**src/sasr_regs.svh**
```systemverilog
// Purpose: Constants for the serial readout of the successive-approximation converter
// Assumes: Included by the package and the converter control module
// Notes:   Counts are in shift clock periods counted from the first falling edge after select
`ifndef SASR_REGS_SVH
`define SASR_REGS_SVH
`define SASR_RES_BITS        12
`define SASR_MSB_LAST_CLK    5'd15
`define SASR_LSB_LAST_CLK    5'd26
`define SASR_FIRST_BIT_CLK   5'd4
`define SASR_CNT_MAX         5'd31
`endif

```
**src/sasr_pkg.sv**
```systemverilog
// Purpose: Types for the serial readout of the successive-approximation converter
// Assumes: Constants come from sasr_regs.svh
// Notes:   State is one packed struct per module
`include "sasr_regs.svh"
package sasr_pkg;
    typedef enum logic [1:0] {
        SASR_IDLE,
        SASR_ACQ,
        SASR_CONV,
        SASR_TAIL
    } sasr_state_t;

    typedef struct packed {
        logic [1:0] sel_sync;
        logic [1:0] clk_sync;
        logic       clk_prev;
        sasr_state_t state;
        logic [4:0] clk_cnt;
        logic [11:0] sar;
        logic [3:0] bit_idx;
        logic       lsb_fmt;
        logic       dout;
        logic       dout_en;
        logic       sample;
    } sasr_regs_t;
endpackage : sasr_pkg

```
**src/sasr_adc_ctrl.sv**
```systemverilog
// Purpose: Control and serial readout of a 12-bit successive-approximation converter
// Assumes: Select and shift clock come from the host and are sampled on REF_CLK_IN
// Notes:   Shift clock runs far slower than REF_CLK_IN so edges are found by sampling
//          A shift clock faster than about a sixth of REF_CLK_IN lets the host sample a bit on the rise before it has changed
//          Bits change a few reference cycles after the shift clock falls, so the host reads on the rise
//          Select is the only way out of a conversion; a low held past the tail only yields zeros
//          The comparator is read at the detected falling edge, one step after the trial code settled
//          Format is caught once per conversion so a pin that moves mid transfer cannot split a frame
`include "sasr_regs.svh"
`timescale 1ns/1ps
`default_nettype none
module sasr_adc_ctrl
    import sasr_pkg::*;
(
    // Clock and reset
    input  wire logic        REF_CLK_IN,
    input  wire logic        NRST_IN,
    // Host link
    input  wire logic        SELECT_N_IN,
    input  wire logic        SHIFT_CLK_IN,
    output logic             SERIAL_OUT_OUT,
    output logic             SERIAL_OUT_OE_OUT,
    // Configuration
    input  wire logic        LSB_FIRST_IN,
    // Analog core
    input  wire logic        COMP_ABOVE_IN,
    output logic [11:0]      DAC_TRIAL_OUT,
    output logic             SAMPLE_OUT,
    output logic             POWER_DOWN_OUT,
    output logic [11:0]      RESULT_OUT
);
    sasr_regs_t r_r;
    sasr_regs_t r_nxt;
    logic       sel_n;
    logic       clk_rise;
    logic       clk_fall;

    // Synchronised link levels; only the second stage is read
    assign sel_n    = r_r.sel_sync[1];
    assign clk_rise = r_r.clk_sync[1] & ~r_r.clk_prev;
    assign clk_fall = ~r_r.clk_sync[1] & r_r.clk_prev;

    // Next state of the sequencer
    always_comb begin
        r_nxt          = r_r;
        r_nxt.sel_sync = {r_r.sel_sync[0], SELECT_N_IN};
        r_nxt.clk_sync = {r_r.clk_sync[0], SHIFT_CLK_IN};
        r_nxt.clk_prev = r_r.clk_sync[1];
        if (sel_n) begin
            // Deselect ends everything at once and floats the output
            r_nxt.state   = SASR_IDLE;
            r_nxt.dout_en = 1'b0;
            r_nxt.dout    = 1'b0;
            r_nxt.sample  = 1'b0;
            r_nxt.clk_cnt = 5'd0;
        end else begin
            case (r_r.state)
                SASR_IDLE: begin
                    // Only a fresh low after high reaches here, so a held low cannot restart
                    r_nxt.state   = SASR_ACQ;
                    r_nxt.sample  = 1'b1;
                    r_nxt.lsb_fmt = LSB_FIRST_IN;
                    r_nxt.sar     = 12'h000;
                    r_nxt.bit_idx = 4'hb;
                    r_nxt.dout_en = 1'b1;
                    r_nxt.dout    = 1'b0;
                end
                SASR_ACQ, SASR_CONV: begin
                    if (clk_fall) begin
                        r_nxt.clk_cnt = r_r.clk_cnt + 5'd1;
                        if (r_r.clk_cnt + 5'd1 == `SASR_FIRST_BIT_CLK) begin
                            r_nxt.sample = 1'b0; // Hold in the same step as the first decision
                            r_nxt.state  = SASR_CONV;
                        end
                        if (r_r.state == SASR_CONV || r_r.clk_cnt + 5'd1 == `SASR_FIRST_BIT_CLK) begin
                            // Decide one bit, latch it and drive it in the same step
                            if (r_r.clk_cnt + 5'd1 <= `SASR_MSB_LAST_CLK) begin
                                r_nxt.sar[r_r.bit_idx] = COMP_ABOVE_IN;
                                r_nxt.dout    = COMP_ABOVE_IN;
                                r_nxt.bit_idx = r_r.bit_idx - 4'd1;
                                if (r_r.clk_cnt + 5'd1 == `SASR_MSB_LAST_CLK) begin
                                    r_nxt.bit_idx = 4'd1;
                                    if (!r_r.lsb_fmt) begin
                                        r_nxt.state = SASR_TAIL;
                                    end
                                end
                            end else begin
                                // Replay LSB first from bit 1 up to the MSB
                                r_nxt.dout    = r_r.sar[r_r.bit_idx];
                                r_nxt.bit_idx = r_r.bit_idx + 4'd1;
                                if (r_r.clk_cnt + 5'd1 == `SASR_LSB_LAST_CLK) begin
                                    r_nxt.state = SASR_TAIL;
                                end
                            end
                        end
                    end
                end
                SASR_TAIL: begin
                    if (clk_fall) begin
                        r_nxt.dout = 1'b0;
                        if (r_r.clk_cnt != `SASR_CNT_MAX) begin
                            r_nxt.clk_cnt = r_r.clk_cnt + 5'd1;
                        end
                    end
                end
                default: begin
                    r_nxt.state = SASR_IDLE;
                end
            endcase
        end
    end

    // State register
    always_ff @(posedge REF_CLK_IN or negedge NRST_IN) begin
        if (!NRST_IN) begin
            // Select syncs as high, so a select held low through reset starts a conversion once it has passed both synchroniser stages
            r_r <= '{
                sel_sync: 2'h3,
                clk_sync: 2'h0,
                clk_prev: 1'b0,
                state:    SASR_IDLE,
                clk_cnt:  5'h0,
                sar:      12'h000,
                bit_idx:  4'hb,
                lsb_fmt:  1'b0,
                dout:     1'b0,
                dout_en:  1'b0,
                sample:   1'b0
            };
        end else begin
            r_r <= r_nxt;
        end
    end

    // Outputs; trial code is the bits so far plus the bit under test
    assign SERIAL_OUT_OUT    = r_r.dout;
    assign SERIAL_OUT_OE_OUT = r_r.dout_en & ~sel_n;
    assign SAMPLE_OUT        = r_r.sample;
    assign POWER_DOWN_OUT    = (r_r.state == SASR_IDLE);
    assign RESULT_OUT        = r_r.sar;
    assign DAC_TRIAL_OUT     = (r_r.state == SASR_CONV || r_r.state == SASR_ACQ) && r_r.clk_cnt < `SASR_MSB_LAST_CLK
                               ? (r_r.sar | (12'h001 << r_r.bit_idx)) : r_r.sar;

    // Checks
    chk_float_deselect: assert property (@(posedge REF_CLK_IN) disable iff (!NRST_IN)
        sel_n |-> !SERIAL_OUT_OE_OUT) else $error("output driven while deselected");
    chk_power_down: assert property (@(posedge REF_CLK_IN) disable iff (!NRST_IN)
        sel_n |=> POWER_DOWN_OUT) else $error("no shutdown after deselect");
    chk_fresh_start: assert property (@(posedge REF_CLK_IN) disable iff (!NRST_IN)
        (r_r.state == SASR_IDLE && !sel_n) |=> (r_r.state == SASR_ACQ && SAMPLE_OUT)) else $error("no new sample");
    chk_hold_first: assert property (@(posedge REF_CLK_IN) disable iff (!NRST_IN)
        (r_r.state == SASR_CONV) |-> !SAMPLE_OUT) else $error("sampling during decisions");
    chk_tail_zero: assert property (@(posedge REF_CLK_IN) disable iff (!NRST_IN)
        (r_r.state == SASR_TAIL && $past(r_r.state) == SASR_TAIL && clk_fall && !sel_n) |=> !SERIAL_OUT_OUT)
        else $error("tail bit not zero");
    chk_msb_end: assert property (@(posedge REF_CLK_IN) disable iff (!NRST_IN)
        ($rose(r_r.state == SASR_TAIL) && !r_r.lsb_fmt) |-> r_r.clk_cnt == `SASR_MSB_LAST_CLK)
        else $error("msb format length wrong");
    chk_lsb_end: assert property (@(posedge REF_CLK_IN) disable iff (!NRST_IN)
        ($rose(r_r.state == SASR_TAIL) && r_r.lsb_fmt) |-> r_r.clk_cnt == `SASR_LSB_LAST_CLK)
        else $error("lsb format length wrong");
    chk_bit_echo: assert property (@(posedge REF_CLK_IN) disable iff (!NRST_IN)
        (r_r.state == SASR_CONV && clk_fall && r_r.clk_cnt < `SASR_MSB_LAST_CLK && !sel_n)
        |=> SERIAL_OUT_OUT == $past(COMP_ABOVE_IN)) else $error("decided bit not driven");
    chk_fmt_static: assert property (@(posedge REF_CLK_IN) disable iff (!NRST_IN)
        (r_r.state != SASR_IDLE && !sel_n) |=> $stable(r_r.lsb_fmt)) else $error("format changed mid transfer");

    // A held low select after the tail must never re-arm the sequencer
    chk_no_restart: assert property (@(posedge REF_CLK_IN) disable iff (!NRST_IN)
        (r_r.state == SASR_TAIL && !sel_n) |=> r_r.state == SASR_TAIL) else $error("restart without deselect");

    // While selected and busy the data line is driven
    chk_drive_select: assert property (@(posedge REF_CLK_IN) disable iff (!NRST_IN)
        (r_r.state != SASR_IDLE && !sel_n) |-> SERIAL_OUT_OE_OUT) else $error("output not driven");

    // The input is tracked for the whole acquisition
    chk_track_acq: assert property (@(posedge REF_CLK_IN) disable iff (!NRST_IN)
        (r_r.state == SASR_ACQ) |-> SAMPLE_OUT) else $error("not tracking in acquisition");

    // The first trial is the MSB alone
    chk_trial_msb: assert property (@(posedge REF_CLK_IN) disable iff (!NRST_IN)
        (r_r.state == SASR_ACQ) |-> DAC_TRIAL_OUT == 12'h800) else $error("first trial not msb");

    // The result stands through the tail
    chk_result_hold: assert property (@(posedge REF_CLK_IN) disable iff (!NRST_IN)
        (r_r.state == SASR_TAIL && !sel_n) |=> $stable(RESULT_OUT)) else $error("result moved in tail");

    // Deselect also clears the data bit so a later enable shows no stale level
    chk_zero_deselect: assert property (@(posedge REF_CLK_IN) disable iff (!NRST_IN)
        sel_n |=> !SERIAL_OUT_OUT) else $error("data left set after deselect");

    // Format is taken from the pin when the conversion starts
    chk_fmt_capture: assert property (@(posedge REF_CLK_IN) disable iff (!NRST_IN)
        (r_r.state == SASR_IDLE && !sel_n) |=> r_r.lsb_fmt == $past(LSB_FIRST_IN)) else $error("format not caught");

    // An idle converter does not track the input
    chk_idle_quiet: assert property (@(posedge REF_CLK_IN) disable iff (!NRST_IN)
        (r_r.state == SASR_IDLE) |-> !SAMPLE_OUT) else $error("sampling while shut down");

    // The replay sends stored bits from bit 1 upward
    chk_lsb_replay: assert property (@(posedge REF_CLK_IN) disable iff (!NRST_IN)
        (r_r.state == SASR_CONV && clk_fall && r_r.lsb_fmt && r_r.clk_cnt >= `SASR_MSB_LAST_CLK && !sel_n)
        |=> SERIAL_OUT_OUT == $past(r_r.sar[r_r.bit_idx])) else $error("replay bit wrong");

    // Main scenarios
    cov_msb: cover property (@(posedge REF_CLK_IN) disable iff (!NRST_IN) $rose(r_r.state == SASR_TAIL) && !r_r.lsb_fmt);
    cov_lsb: cover property (@(posedge REF_CLK_IN) disable iff (!NRST_IN) $rose(r_r.state == SASR_TAIL) && r_r.lsb_fmt);
    cov_abort: cover property (@(posedge REF_CLK_IN) disable iff (!NRST_IN) r_r.state == SASR_CONV ##1 sel_n);
    cov_tail_zero: cover property (@(posedge REF_CLK_IN) disable iff (!NRST_IN) r_r.state == SASR_TAIL && clk_fall);
    cov_held_low: cover property (@(posedge REF_CLK_IN) disable iff (!NRST_IN)
        r_r.state == SASR_TAIL && clk_fall && r_r.clk_cnt > `SASR_LSB_LAST_CLK);
endmodule : sasr_adc_ctrl
`default_nettype wire

```
**config.mk**
```make
export PLATFORM = sky130hd
export DESIGN_NAME = sasr_adc_ctrl
export DESIGN_NICKNAME = d
export VERILOG_FILES = /design/src/sasr_pkg.sv /design/src/sasr_adc_ctrl.sv
export VERILOG_INCLUDE_DIRS = /design/src
export SDC_FILE = /design/constraint.sdc
export NUM_CORES = 1
export LEC_CHECK = 0
export BUFFER_PORTS_ARGS = -buffer_cell sky130_fd_sc_hd__clkbuf_2
export CORE_MARGIN = 1
export CORE_UTILIZATION = 62
export CTS_CLUSTER_DIAMETER = 150
export CTS_CLUSTER_SIZE = 24
export DETAILED_ROUTE_END_ITERATION = 8
export PLACE_DENSITY = 0.86
export SLEW_MARGIN = 10
export SYNTH_ARGS = -nofsm -noshare
export SYNTH_HDL_FRONTEND = slang
export SYNTH_SLANG_ARGS = --single-unit
```
**constraint.sdc**
```tcl
create_clock -name REF_CLK_IN -period 5.43 [get_ports REF_CLK_IN]
set_input_delay 1.086 -clock REF_CLK_IN [delete_from_list [all_inputs] [get_ports REF_CLK_IN]]
set_output_delay 1.086 -clock REF_CLK_IN [all_outputs]
set_load 0.05 [all_outputs]
```
==> impl_results.html, run 1 <==
<table>
<tr><th>Metric</th><th>Value</th></tr>
<tr><th colspan="2">Placement</th></tr>
<tr><td>PortBufs</td><td>33</td></tr>
<tr><td>Estimated wirelength of the detail-placed design</td><td>3.711 mm</td></tr>
<tr><td>GP Congestion</td><td>roughly 0.96</td></tr>
<tr><th colspan="2">Global routing</th></tr>
<tr><td>Overflow after GRT</td><td>0</td></tr>
<tr><td>Number of antenna violations at the first check in global routing</td><td>0</td></tr>
<tr><td>Wire length of the first global-routing pass</td><td>slightly below 9 mm</td></tr>
<tr><td>Total track usage</td><td>28.69%</td></tr>
<tr><td>Via count of the first global-routing pass</td><td>1895</td></tr>
<tr><td>Largest net degree at the start of global routing</td><td>33</td></tr>
<tr><th colspan="2">Synth</th></tr>
<tr><td>Post-synthesis simple-gate area fraction</td><td>16.49%</td></tr>
<tr><td>Largest area contributor in the synthesized netlist</td><td>sky130_fd_sc_hd__dfrtp_1</td></tr>
<tr><td>Mean Syn Cell Area</td><td>between 9 and 10 um^2</td></tr>
<tr><td>Flip-flop and latch count after synthesis</td><td>32</td></tr>
<tr><td>Compound-Gate Fraction of Synth Area</td><td>25.18%</td></tr>
<tr><td>Predominant post-synthesis flop cell</td><td>sky130_fd_sc_hd__dfrtp_1</td></tr>
<tr><td>Fraction of synthesized cell area in xor and xnor cells</td><td>under 10%</td></tr>
<tr><td>Cells after Synth</td><td>240</td></tr>
<tr><td>Yosys cell types</td><td>between 50 and 60</td></tr>
<tr><td>Adder and majority gate portion of the synthesized area</td><td>8.192%</td></tr>
<tr><td>Most area-consuming cells after synthesis</td><td>sky130_fd_sc_hd__dfrtp_1 (29%), sky130_fd_sc_hd__ha_1 (8.2%), sky130_fd_sc_hd__dfstp_2 (5.7%)</td></tr>
<tr><td>Combinational family with the most area after synthesis</td><td>compound AO/OA/AOI/OAI gates</td></tr>
<tr><td>Most instantiated library cell after synthesis</td><td>sky130_fd_sc_hd__dfrtp_1</td></tr>
<tr><td>Fraction of synthesized area in multiplexers</td><td>4.369%</td></tr>
<tr><td>Fraction of registers with async set or reset after synthesis</td><td>between 90% and 100%</td></tr>
<tr><td>Synth cell count leaders</td><td>sky130_fd_sc_hd__dfrtp_1 (27), sky130_fd_sc_hd__nand2_1 (23), sky130_fd_sc_hd__ha_1 (15), sky130_fd_sc_hd__o21ai_0 (15), sky130_fd_sc_hd__buf_4 (12)</td></tr>
<tr><td>Portion of the post-synthesis area used by sequential elements</td><td>roughly a third</td></tr>
<tr><td>Number of enable flip-flop cells after synthesis</td><td>0</td></tr>
<tr><td>Post-synthesis instance area</td><td>approximately 2300 um^2</td></tr>
<tr><td>Number of warnings reported in the yosys synthesis log</td><td>0</td></tr>
<tr><td>Net count after synthesis</td><td>261</td></tr>
<tr><td>Share of the synthesized area in the top cell type</td><td>between 20% and 30%</td></tr>
<tr><th colspan="2">Floorplan</th></tr>
<tr><td>Vertical extent of the die</td><td>approximately 63 um</td></tr>
<tr><td>Horizontal die dimension</td><td>~63 um</td></tr>
<tr><td>CORE AREA</td><td>3442 um^2</td></tr>
<tr><td>Initial cell density of the core</td><td>about two thirds</td></tr>
<tr><td>Site row count</td><td>21</td></tr>
<tr><td>IO Pins</td><td>34</td></tr>
<tr><td>Die ar.</td><td>between 3000 and 4000 um^2</td></tr>
<tr><th colspan="2">Critical path</th></tr>
<tr><td>Worst-path maximum fanout</td><td>19</td></tr>
<tr><td>Worst setup slack for register-to-register paths</td><td>2520 ps</td></tr>
<tr><td>Required time of the critical path</td><td>~4300 ps</td></tr>
<tr><td>Setup CP Type</td><td>reg2out</td></tr>
<tr><td>Slowest-stage cell, CP</td><td>sky130_fd_sc_hd__nor3_2</td></tr>
<tr><td>Ordered cell list for the critical path</td><td>inv_1, ha_1, clkinv_1, nor3_2, a31o_2, clkbuf_2</td></tr>
<tr><td>Buf/Inv on CP</td><td>3</td></tr>
<tr><td>Nature of the critical path endpoint</td><td>primary output</td></tr>
<tr><td>R2r endpoint</td><td>RESULT_OUT[11]</td></tr>
<tr><td>Arrival time of the worst setup path</td><td>approximately 3000 ps</td></tr>
<tr><td>Crit path largest cell delay</td><td>680 ps</td></tr>
<tr><td>Delay-heaviest family, CP</td><td>buffers and inverters</td></tr>
<tr><td>Worst r2r path cells</td><td>8</td></tr>
<tr><td>Setup crit start kind</td><td>flip-flop</td></tr>
<tr><td>Reg-to-Reg Start</td><td>r_r[20]</td></tr>
<tr><th colspan="2">STA</th></tr>
<tr><td>Smallest hold slack</td><td>~360 ps</td></tr>
<tr><td>Time the worst path needs with I/O delays and setup</td><td>between 4000 and 5000 ps</td></tr>
<tr><td>Final clock skew</td><td>around 9.2 ps</td></tr>
<tr><td>Max-slew headroom at the worst pin</td><td>a little under half</td></tr>
<tr><td>Total setup violations reported at the end of the flow</td><td>0</td></tr>
<tr><td>Final period utilization</td><td>between 70% and 80%</td></tr>
<tr><td>Highest attainable clock frequency</td><td>0.2453 GHz</td></tr>
<tr><td>Number of hold-slack violations in the final timing report</td><td>0</td></tr>
<tr><td>Worst Tran Pin Value</td><td>794.2 ps</td></tr>
<tr><td>RSZ-0062 raised after global routing</td><td>no</td></tr>
<tr><td>Final number of max-transition violations</td><td>0</td></tr>
<tr><td>Post-Route Setup TNS</td><td>0 ps</td></tr>
<tr><th colspan="2">Layout</th></tr>
<tr><td>Count of filler cells inserted in the layout</td><td>259</td></tr>
<tr><td>Area of all sequential standard cells</td><td>807.0 um^2</td></tr>
<tr><td>Count of inserted antenna diode cells</td><td>0</td></tr>
<tr><td>Fraction of final layout cells sized beyond drive strength 1</td><td>a little over a quarter</td></tr>
<tr><td>Relative area change from synthesis to final layout</td><td>7.537%</td></tr>
<tr><td>Nets</td><td>approximately 280</td></tr>
<tr><td>Final core area utilization</td><td>71.57%</td></tr>
<tr><td>Area of the multi-input gates</td><td>between 1000 and 1500 um^2</td></tr>
<tr><th colspan="2">Job</th></tr>
<tr><td>Max-capacitance violation count</td><td>0</td></tr>
<tr><th colspan="2">Power and ir drop</th></tr>
<tr><td>Power Dens Cells</td><td>roughly 370 nW/um^2</td></tr>
<tr><td>Leakage power</td><td>1.101 nW</td></tr>
<tr><td>Max VDD drop</td><td>0.2156 mV</td></tr>
<tr><th colspan="2">Clock tree</th></tr>
<tr><td>Buffers inserted during post-CTS setup optimization</td><td>0</td></tr>
<tr><td>CTS Buf Count</td><td>5</td></tr>
<tr><td>Register clock-pin slew on the reported worst setup and hold paths</td><td>around 60 ps</td></tr>
<tr><td>Skew-Pair Late Insertion Delay</td><td>roughly 290 ps</td></tr>
<tr><td>Maximum level of the CTS H-tree</td><td>2</td></tr>
<tr><td>Post-CTS Hold Buffers</td><td>0</td></tr>
<tr><td>Cts repair resizes</td><td>0</td></tr>
<tr><td>Buffers from clock root to sink, at most</td><td>2</td></tr>
<tr><td>Clock net sink count</td><td>32</td></tr>
<tr><td>Root Buffer</td><td>sky130_fd_sc_hd__clkbuf_8</td></tr>
<tr><td>TritonCTS clock tree</td><td>yes</td></tr>
<tr><th colspan="2">Hold path</th></tr>
<tr><td>Class of the most critical hold timing path</td><td>reg2reg</td></tr>
<tr><td>Number of stages on the worst hold path</td><td>0</td></tr>
<tr><td>Hold path endpoint</td><td>r_r[31]</td></tr>
<tr><td>Origin of the worst min-delay path</td><td>r_nxt[31]</td></tr>
<tr><th colspan="2">Routing</th></tr>
<tr><td>Drt wl/cell</td><td>17.41 um</td></tr>
<tr><td>Routed vias/inst</td><td>6.634</td></tr>
<tr><td>Violation count after the first detailed-route iteration</td><td>approximately 230</td></tr>
<tr><td>Final WL</td><td>about 5.3 mm</td></tr>
<tr><td>Count of antenna-violating nets left after detailed routing</td><td>0</td></tr>
<tr><td>Vias</td><td>between 2000 and 2500</td></tr>
<tr><td>First-pass iteration count of the detailed router</td><td>5</td></tr>
<tr><td>Detailed-route DRC error count</td><td>0</td></tr>
<tr><th colspan="2">Status</th></tr>
<tr><td>Run status</td><td>finished clean</td></tr>
</table>
metal layers:
| layer | GRT usage (%) | wire [um] | vias to the layer above |
|---|---|---|---|
| met5 | 0 | 0 | - |
| met4 | 16.28 | 170 | 0 |
| met3 | 4.562 | 355 | 20 |
| met2 | 44.84 | 2445 | 108 |
| met1 | 37.74 | 2305 | 952 |
| li1 | - | - | 930 |
how the worst max path moves through the flow:
stage,cells after the start,from,end
after detailed placement,6,r_r[26],DAC_TRIAL_OUT[0]
after floorplan,6,r_r[26],DAC_TRIAL_OUT[0]
final,6,r_r[26],DAC_TRIAL_OUT[0]
after global placement,6,r_r[25],DAC_TRIAL_OUT[11]
after global routing,6,r_r[26],DAC_TRIAL_OUT[0]
after CTS,6,r_r[26],DAC_TRIAL_OUT[0]
worst register-to-register path: stages (launching register included):
cell and delay, ps:
sky130_fd_sc_hd__dfrtp_1 440, sky130_fd_sc_hd__ha_1 290, sky130_fd_sc_hd__and3_1 220, sky130_fd_sc_hd__ha_1 350, sky130_fd_sc_hd__inv_1 230, sky130_fd_sc_hd__o31a_1 550
sky130_fd_sc_hd__nand2_1 90, sky130_fd_sc_hd__or4_1 400, sky130_fd_sc_hd__a31o_1 230
per-stage QoR:
stage	area (um^2)	power [mW]	setup WS, ps	std cells
detailed placement	2374	0.7110	1728	295
finish	2464	0.9046	1353	303
floorplan	2291	0.6210	2343	240
global placement	2374	0.7023	1819	295
global route	2464	0.9600	1174	303
CTS	2464	0.8969	1435	303
where the power goes:
part	leakage [nW]	internal (mW)	switching (mW)
clock network	0.0455	0.103	0.0833
registers	0.414	0.273	0.0504
logic	0.642	0.127	0.268
registers in the layout, indices dropped and copies added (netlist names):
name            flops
r_r                15
RESULT_OUT         12
r_nxt               3
SAMPLE_OUT          1
SERIAL_OUT_OUT      1
cell usage in the layout (no fill, tap or decap), drive strengths merged, types with 2 or more instances in the layout:
master / count
o211ai: 2
nor4: 2
o21a: 2
inv: 10
and2: 3
xnor2: 4
a21oi: 6
o311ai: 4
clkbuf: 41
dfrtp: 27
o31a: 3
o41ai: 2
a21o: 2
a32o: 9
a311oi: 4
nand2: 23
o31ai: 4
dfstp: 5
xor2: 2
nand3: 7
a221o: 3
a31o: 12
nand2b: 2
ha: 15
and3: 3
nor2b: 4
mux4: 3
nor2: 12
o21ai: 17
nor4b: 4
nor3: 5
mux2: 2
cells by family (layout without fill, tap and decap cells):
family / count (synthesis) / after routing
xor+xnor: 6 / 6
flops: 32 / 32
simple gates: 71 / 71
buf+inv: 35 / 52
mux: 6 / 6
compound gates: 75 / 75
fa+ha+maj: 15 / 15
cell type report:
| type | count | share of cell area [%] |
|---|---|---|
| Multi-Input combinational cell | 173 | 52.87 |
| Sequential cell | 32 | 32.76 |
| Timing Repair Buffer | 33 | 6.704 |
| Clock buffer | 8 | 3.657 |
| Tap cell | 46 | 2.336 |
| Inverter | 11 | 1.676 |
Power figures use the tool's default switching activity.
==> run 2, diff against run 1 <==
--- a/config.mk
+++ b/config.mk
@@ -8,11 +8,11 @@
 export LEC_CHECK = 0
 export BUFFER_PORTS_ARGS = -buffer_cell sky130_fd_sc_hd__clkbuf_2
 export CORE_MARGIN = 1
-export CORE_UTILIZATION = 62
+export CORE_UTILIZATION = 52
 export CTS_CLUSTER_DIAMETER = 150
 export CTS_CLUSTER_SIZE = 24
 export DETAILED_ROUTE_END_ITERATION = 8
-export PLACE_DENSITY = 0.86
+export PLACE_DENSITY = 0.77
 export SLEW_MARGIN = 10
 export SYNTH_ARGS = -nofsm -noshare
 export SYNTH_HDL_FRONTEND = slang
==> constraint.sdc (replaced) <==
create_clock -name REF_CLK_IN -period 3.4 [get_ports REF_CLK_IN]
set_input_delay 0.68 -clock REF_CLK_IN [delete_from_list [all_inputs] [get_ports REF_CLK_IN]]
set_output_delay 0.68 -clock REF_CLK_IN [all_outputs]
set_load 0.05 [all_outputs]
==> impl_results.html, run 2 (same netlist as run 1, synthesis figures left out) <==
<table>
<tr><th>Metric</th><th>Value</th></tr>
<tr><th colspan="2">Layout</th></tr>
<tr><td>Number of flip-flops under the largest register name</td><td>15</td></tr>
<tr><td>Commonest non-fill, non-tap cell in the layout</td><td>sky130_fd_sc_hd__clkbuf_2</td></tr>
<tr><td>Area of all sequential standard cells</td><td>807.0 um^2</td></tr>
<tr><td>Count of filler cells inserted in the layout</td><td>between 300 and 400</td></tr>
<tr><td>Nets</td><td>279</td></tr>
<tr><td>Relative area change from synthesis to final layout</td><td>9.175%</td></tr>
<tr><td>Highest-count cells in the layout ignoring fill and taps</td><td>sky130_fd_sc_hd__clkbuf_2 (33), sky130_fd_sc_hd__dfrtp_1 (27), sky130_fd_sc_hd__nand2_1 (23)</td></tr>
<tr><td>Fraction of final layout cells sized beyond drive strength 1</td><td>27.03%</td></tr>
<tr><td>Area of the multi-input gates</td><td>around 1300 um^2</td></tr>
<tr><td>Count of inserted antenna diode cells</td><td>0</td></tr>
<tr><td>Register with the most flip-flops</td><td>r_r</td></tr>
<tr><th colspan="2">Global routing</th></tr>
<tr><td>Wire length of the first global-routing pass</td><td>roughly 8.9 mm</td></tr>
<tr><td>Via count of the first global-routing pass</td><td>approximately 1900</td></tr>
<tr><td>Largest net degree at the start of global routing</td><td>33</td></tr>
<tr><td>Overflow after GRT</td><td>0</td></tr>
<tr><td>Number of antenna violations at the first check in global routing</td><td>0</td></tr>
<tr><td>Total track usage</td><td>26.12%</td></tr>
<tr><th colspan="2">Routing</th></tr>
<tr><td>Violation count after the first detailed-route iteration</td><td>roughly 170</td></tr>
<tr><td>First-pass iteration count of the detailed router</td><td>5</td></tr>
<tr><td>Vias</td><td>2015</td></tr>
<tr><td>Final WL</td><td>roughly 5.5 mm</td></tr>
<tr><td>Count of antenna-violating nets left after detailed routing</td><td>0</td></tr>
<tr><td>Routed vias/inst</td><td>6.521</td></tr>
<tr><td>Drt wl/cell</td><td>about 18 um</td></tr>
<tr><td>Detailed-route DRC error count</td><td>0</td></tr>
<tr><th colspan="2">STA</th></tr>
<tr><td>Total setup violations reported at the end of the flow</td><td>0</td></tr>
<tr><td>Worst Tran Pin Value</td><td>between 800 and 900 ps</td></tr>
<tr><td>Highest attainable clock frequency</td><td>between 0.3 and 0.4 GHz</td></tr>
<tr><td>Smallest hold slack</td><td>between 300 and 400 ps</td></tr>
<tr><td>Time the worst path needs with I/O delays and setup</td><td>3225 ps</td></tr>
<tr><td>Final period utilization</td><td>between 90% and 100%</td></tr>
<tr><td>Post-Route Setup TNS</td><td>0 ps</td></tr>
<tr><td>Final number of max-transition violations</td><td>0</td></tr>
<tr><td>Crit path setup slack, layout</td><td>~180 ps</td></tr>
<tr><td>Number of hold-slack violations in the final timing report</td><td>0</td></tr>
<tr><td>RSZ-0062 raised after global routing</td><td>no</td></tr>
<tr><td>Final clock skew</td><td>around 3.3 ps</td></tr>
<tr><td>Max-slew headroom at the worst pin</td><td>between 40% and 50%</td></tr>
<tr><th colspan="2">Placement</th></tr>
<tr><td>PortBufs</td><td>33</td></tr>
<tr><td>Pre-CTS setup slack</td><td>about 520 ps</td></tr>
<tr><td>GP Congestion</td><td>~0.9</td></tr>
<tr><td>Estimated wirelength of the detail-placed design</td><td>roughly 4 mm</td></tr>
<tr><th colspan="2">Power and ir drop</th></tr>
<tr><td>Relative contribution of combinational cells to total power</td><td>42.5%</td></tr>
<tr><td>Net Sw Power</td><td>roughly 0.66 mW</td></tr>
<tr><td>Leakage power</td><td>roughly 1.1 nW</td></tr>
<tr><td>Int Pwr</td><td>between 0.8 and 0.9 mW</td></tr>
<tr><td>Overall Power</td><td>roughly 1.5 mW</td></tr>
<tr><td>Max VDD drop</td><td>0.4050 mV</td></tr>
<tr><td>Power Dens Cells</td><td>607.6 nW/um^2</td></tr>
<tr><td>Portion of total power attributed to sequential cells</td><td>34.3%</td></tr>
<tr><td>Clk network pwr share</td><td>23.2%</td></tr>
<tr><td>Switching part of the total power</td><td>between 40% and 50%</td></tr>
<tr><th colspan="2">Critical path</th></tr>
<tr><td>Capturing element of the worst setup path</td><td>DAC_TRIAL_OUT[8]</td></tr>
<tr><td>Required time of the critical path</td><td>roughly 2700 ps</td></tr>
<tr><td>Worst r2r path cells</td><td>7</td></tr>
<tr><td>Worst setup slack for register-to-register paths</td><td>660 ps</td></tr>
<tr><td>Nature of the critical path endpoint</td><td>primary output</td></tr>
<tr><td>Setup crit start kind</td><td>flip-flop</td></tr>
<tr><td>R2r endpoint</td><td>RESULT_OUT[1]</td></tr>
<tr><td>Startpoint of the most critical setup path</td><td>r_r[26]</td></tr>
<tr><td>Arrival time of the worst setup path</td><td>between 2000 and 3000 ps</td></tr>
<tr><td>Reg-to-Reg Start</td><td>r_r[20]</td></tr>
<tr><td>Worst-path maximum fanout</td><td>10</td></tr>
<tr><td>Setup CP Type</td><td>reg2out</td></tr>
<tr><th colspan="2">Clock tree</th></tr>
<tr><td>Maximum level of the CTS H-tree</td><td>2</td></tr>
<tr><td>TritonCTS clock tree</td><td>yes</td></tr>
<tr><td>Skew-Pair Late Insertion Delay</td><td>280 ps</td></tr>
<tr><td>Buffers from clock root to sink, at most</td><td>2</td></tr>
<tr><td>Cts repair resizes</td><td>0</td></tr>
<tr><td>CTS Buf Count</td><td>5</td></tr>
<tr><td>Buffers inserted during post-CTS setup optimization</td><td>0</td></tr>
<tr><td>Root Buffer</td><td>sky130_fd_sc_hd__clkbuf_8</td></tr>
<tr><td>Post-CTS Hold Buffers</td><td>0</td></tr>
<tr><td>Register clock-pin slew on the reported worst setup and hold paths</td><td>approximately 60 ps</td></tr>
<tr><td>Clock net sink count</td><td>32</td></tr>
<tr><th colspan="2">Hold path</th></tr>
<tr><td>Origin of the worst min-delay path</td><td>r_nxt[29]</td></tr>
<tr><td>Class of the most critical hold timing path</td><td>reg2reg</td></tr>
<tr><th colspan="2">Floorplan</th></tr>
<tr><td>CORE AREA</td><td>4115 um^2</td></tr>
<tr><td>Site row count</td><td>23</td></tr>
<tr><td>Horizontal die dimension</td><td>68.38 um</td></tr>
<tr><td>Initial cell density of the core</td><td>roughly 56%</td></tr>
<tr><td>IO Pins</td><td>34</td></tr>
<tr><td>Vertical extent of the die</td><td>a little under 70 um</td></tr>
<tr><td>Die ar.</td><td>approximately 4700 um^2</td></tr>
<tr><th colspan="2">Status</th></tr>
<tr><td>Run status</td><td>finished clean</td></tr>
<tr><th colspan="2">Job</th></tr>
<tr><td>Max-capacitance violation count</td><td>0</td></tr>
</table>
[run 2: cell types whose count changed in the layout (fill, tap and decap cells not counted), sizes merged]
cell	change
bufinv	+1
clkbuf	-2
clkinv	+1
buf	+2
[run 2: routing by layer]
metal / up-vias / track usage [%] / wire length [um]
met5: - / 0 / 0
met4: 0 / 10.68 / 132
met3: 15 / 6.000 / 291
met2: 76 / 43.38 / 2590
met1: 990 / 32.33 / 2451
li1: 934 / - / -
[run 2: layout make-up]
class                      instances  area share (%)
clock inverter                     2           1.401
clock buffer                       6           2.901
inverter                          11           1.651
tap                               50           2.501
sequential                        32           32.27
multi-input combinational        173           52.08
timing repair buffer              35           7.204
[run 2: critical path, cell delays in order (launching register included)]
cell                       delay, ps
sky130_fd_sc_hd__dfrtp_1         390
sky130_fd_sc_hd__inv_1            90
sky130_fd_sc_hd__ha_1            300
sky130_fd_sc_hd__clkinv_1        240
sky130_fd_sc_hd__nor3_2          690
sky130_fd_sc_hd__a31o_2          280
sky130_fd_sc_hd__clkbuf_2        270
[run 2: worst min path at each step]
stage / to / cells after the start
after floorplan: r_nxt[27] / 0
after global placement: r_nxt[27] / 0
after detailed placement: r_nxt[27] / 0
after CTS: r_nxt[27] / 0
after global routing: r_nxt[27] / 0
final: r_nxt[27] / 0
[run 2: power groups by stage]
stage | sequential, mW | clock, mW | combinational [mW]
after detailed placement | 0.526 | 0 | 0.634
after CTS | 0.518 | 0.362 | 0.638
after global routing | 0.528 | 0.379 | 0.703
final | 0.521 | 0.353 | 0.646
after global placement | 0.521 | 0 | 0.622
after floorplan | 0.485 | 0 | 0.507
[run 2: through the flow]
stage / cells / area [um^2] / utilization, %
2_1_floorplan: 240 / 2291 / -
3_3_place_gp: 301 / 2394 / 58.16
3_5_place_dp: 301 / 2394 / 58.16
4_1_cts: 309 / 2501 / 60.78
5_1_grt: 309 / 2501 / 60.78
6_report: 309 / 2501 / 60.78
==> run 3, diff against run 2 <==
--- a/config.mk
+++ b/config.mk
@@ -7,8 +7,10 @@
 export NUM_CORES = 1
 export LEC_CHECK = 0
 export BUFFER_PORTS_ARGS = -buffer_cell sky130_fd_sc_hd__clkbuf_2
+export CELL_PAD_IN_SITES_DETAIL_PLACEMENT = 0
+export CELL_PAD_IN_SITES_GLOBAL_PLACEMENT = 1
 export CORE_MARGIN = 1
-export CORE_UTILIZATION = 52
+export CORE_UTILIZATION = 40
 export CTS_CLUSTER_DIAMETER = 150
 export CTS_CLUSTER_SIZE = 24
 export DETAILED_ROUTE_END_ITERATION = 8
==> impl_results.html, run 3 (same netlist as run 1, synthesis figures left out) <==
<table>
<tr><th>Metric</th><th>Value</th></tr>
<tr><th colspan="2">Status</th></tr>
<tr><td>Run status</td><td>finished clean</td></tr>
<tr><th colspan="2">Clock tree</th></tr>
<tr><td>Skew-Pair Late Insertion Delay</td><td>slightly below 300 ps</td></tr>
<tr><td>Clock net sink count</td><td>32</td></tr>
<tr><td>Cts repair resizes</td><td>0</td></tr>
<tr><td>Register clock-pin slew on the reported worst setup and hold paths</td><td>about 60 ps</td></tr>
<tr><td>Buffers inserted during post-CTS setup optimization</td><td>0</td></tr>
<tr><td>Maximum level of the CTS H-tree</td><td>2</td></tr>
<tr><td>Root Buffer</td><td>sky130_fd_sc_hd__clkbuf_8</td></tr>
<tr><td>Post-CTS Hold Buffers</td><td>0</td></tr>
<tr><td>Buffers from clock root to sink, at most</td><td>2</td></tr>
<tr><td>CTS Buf Count</td><td>5</td></tr>
<tr><td>TritonCTS clock tree</td><td>yes</td></tr>
<tr><th colspan="2">Hold path</th></tr>
<tr><td>Origin of the worst min-delay path</td><td>r_nxt[31]</td></tr>
<tr><td>Class of the most critical hold timing path</td><td>reg2reg</td></tr>
<tr><td>Number of stages on the worst hold path</td><td>0</td></tr>
<tr><td>Hold path endpoint</td><td>r_r[31]</td></tr>
<tr><th colspan="2">Job</th></tr>
<tr><td>Max-capacitance violation count</td><td>0</td></tr>
<tr><th colspan="2">Critical path</th></tr>
<tr><td>Setup CP Type</td><td>reg2out</td></tr>
<tr><td>Required time of the critical path</td><td>between 2000 and 3000 ps</td></tr>
<tr><td>Worst setup slack for register-to-register paths</td><td>roughly 640 ps</td></tr>
<tr><td>Arrival time of the worst setup path</td><td>2490 ps</td></tr>
<tr><td>R2r endpoint</td><td>RESULT_OUT[4]</td></tr>
<tr><td>Worst-path maximum fanout</td><td>10</td></tr>
<tr><td>Nature of the critical path endpoint</td><td>primary output</td></tr>
<tr><td>Worst r2r path cells</td><td>7</td></tr>
<tr><td>Setup crit start kind</td><td>flip-flop</td></tr>
<tr><td>Reg-to-Reg Start</td><td>r_r[20]</td></tr>
<tr><th colspan="2">STA</th></tr>
<tr><td>Final period utilization</td><td>93.31%</td></tr>
<tr><td>Worst Tran Pin Value</td><td>approximately 840 ps</td></tr>
<tr><td>RSZ-0062 raised after global routing</td><td>no</td></tr>
<tr><td>Number of hold-slack violations in the final timing report</td><td>0</td></tr>
<tr><td>Final number of max-transition violations</td><td>0</td></tr>
<tr><td>Crit path setup slack, layout</td><td>roughly 230 ps</td></tr>
<tr><td>Final clock skew</td><td>roughly 12 ps</td></tr>
<tr><td>Max-slew headroom at the worst pin</td><td>between 40 and 50%</td></tr>
<tr><td>Highest attainable clock frequency</td><td>around 0.32 GHz</td></tr>
<tr><td>Post-Route Setup TNS</td><td>0 ps</td></tr>
<tr><td>Smallest hold slack</td><td>about 360 ps</td></tr>
<tr><td>Total setup violations reported at the end of the flow</td><td>0</td></tr>
<tr><td>Time the worst path needs with I/O delays and setup</td><td>3172 ps</td></tr>
<tr><th colspan="2">Routing</th></tr>
<tr><td>Count of antenna-violating nets left after detailed routing</td><td>0</td></tr>
<tr><td>Violation count after the first detailed-route iteration</td><td>around 160</td></tr>
<tr><td>Vias</td><td>about 1900</td></tr>
<tr><td>Final WL</td><td>about 5.8 mm</td></tr>
<tr><td>Drt wl/cell</td><td>approximately 17 um</td></tr>
<tr><td>Detailed-route DRC error count</td><td>0</td></tr>
<tr><td>Routed vias/inst</td><td>roughly 5.8</td></tr>
<tr><td>First-pass iteration count of the detailed router</td><td>4</td></tr>
<tr><th colspan="2">Floorplan</th></tr>
<tr><td>Initial cell density of the core</td><td>a little over two fifths</td></tr>
<tr><td>Vertical extent of the die</td><td>~80 um</td></tr>
<tr><td>Die ar.</td><td>between 6000 and 7000 um^2</td></tr>
<tr><td>CORE AREA</td><td>5507 um^2</td></tr>
<tr><td>IO Pins</td><td>34</td></tr>
<tr><td>Site row count</td><td>27</td></tr>
<tr><td>Horizontal die dimension</td><td>77.68 um</td></tr>
<tr><th colspan="2">Power and ir drop</th></tr>
<tr><td>Max VDD drop</td><td>between 0.2 and 0.25 mV</td></tr>
<tr><td>Overall Power</td><td>~1.5 mW</td></tr>
<tr><td>Power Dens Cells</td><td>~600 nW/um^2</td></tr>
<tr><td>Leakage power</td><td>roughly 1.1 nW</td></tr>
<tr><th colspan="2">Layout</th></tr>
<tr><td>Highest-count cells in the layout ignoring fill and taps</td><td>sky130_fd_sc_hd__clkbuf_2 (33), sky130_fd_sc_hd__dfrtp_1 (27), sky130_fd_sc_hd__nand2_1 (23)</td></tr>
<tr><td>Area of the multi-input gates</td><td>around 1300 um^2</td></tr>
<tr><td>Number of flip-flops under the largest register name</td><td>15</td></tr>
<tr><td>Fraction of final layout cells sized beyond drive strength 1</td><td>27.03%</td></tr>
<tr><td>Relative area change from synthesis to final layout</td><td>10.38%</td></tr>
<tr><td>Count of inserted antenna diode cells</td><td>0</td></tr>
<tr><td>Area of all sequential standard cells</td><td>roughly 800 um^2</td></tr>
<tr><td>Nets</td><td>around 280</td></tr>
<tr><td>Register with the most flip-flops</td><td>r_r</td></tr>
<tr><td>Count of filler cells inserted in the layout</td><td>~530</td></tr>
<tr><td>Commonest non-fill, non-tap cell in the layout</td><td>sky130_fd_sc_hd__clkbuf_2</td></tr>
<tr><td>Number of standard cells in the layout, taps in and fillers out</td><td>between 300 and 400</td></tr>
<tr><th colspan="2">Placement</th></tr>
<tr><td>Estimated wirelength of the detail-placed design</td><td>4.083 mm</td></tr>
<tr><td>GP Congestion</td><td>0.8547</td></tr>
<tr><td>Placed cells</td><td>around 320</td></tr>
<tr><td>Pre-CTS setup slack</td><td>roughly 550 ps</td></tr>
<tr><td>PortBufs</td><td>33</td></tr>
<tr><th colspan="2">Global routing</th></tr>
<tr><td>Number of antenna violations at the first check in global routing</td><td>0</td></tr>
<tr><td>Largest net degree at the start of global routing</td><td>33</td></tr>
<tr><td>Via count of the first global-routing pass</td><td>around 1900</td></tr>
<tr><td>Overflow after GRT</td><td>0</td></tr>
<tr><td>Total track usage</td><td>20.63%</td></tr>
<tr><td>Wire length of the first global-routing pass</td><td>around 9.6 mm</td></tr>
</table>
## run 3: metal layers
metal	vias up	routed length, um	track usage, %
met5	-	0	0
met2	44	2787	34.96
li1	932	-	-
met1	950	2717	26.44
met4	0	61	6.226
met3	6	198	4.000
## run 3: metrics by stage
| step | instance area (um^2) | util, % |
|---|---|---|
| 6_report | 2529 | 45.92 |
| 5_1_grt | 2529 | 45.92 |
| 4_1_cts | 2529 | 45.92 |
| 3_5_place_dp | 2421 | 43.97 |
| 3_3_place_gp | 2421 | 43.97 |
| 2_1_floorplan | 2291 | - |
## run 3: worst max-delay path: stages, from the launching register on
cell and delay (ps):
sky130_fd_sc_hd__dfrtp_1 400, sky130_fd_sc_hd__inv_1 90, sky130_fd_sc_hd__ha_1 300, sky130_fd_sc_hd__clkinv_1 240, sky130_fd_sc_hd__nor3_2 660, sky130_fd_sc_hd__a31o_2 260, sky130_fd_sc_hd__clkbuf_2 270
## run 3: power by group
group	internal [mW]	total, mW	switching (mW)
Sequential	0.436	0.517	0.0805
Combinational	0.208	0.646	0.438
Clock	0.217	0.364	0.146
## run 3: final cells by class
cell class,count,share of cell area (%)
Sequential cell,32,31.91
Multi-Input combinational cell,173,51.51
Clock buffer,6,2.870
Clock inverter,2,1.385
Tap cell,72,3.563
Timing Repair Buffer,35,7.125
Inverter,11,1.633
## run 3: worst max path at each step
stage	from	cells past startpoint	to
after floorplan	r_r[26]	6	DAC_TRIAL_OUT[0]
after global placement	r_r[26]	6	DAC_TRIAL_OUT[4]
after detailed placement	r_r[26]	6	DAC_TRIAL_OUT[6]
after CTS	r_r[26]	6	DAC_TRIAL_OUT[1]
after global routing	r_r[26]	6	DAC_TRIAL_OUT[1]
final	r_r[26]	6	DAC_TRIAL_OUT[1]
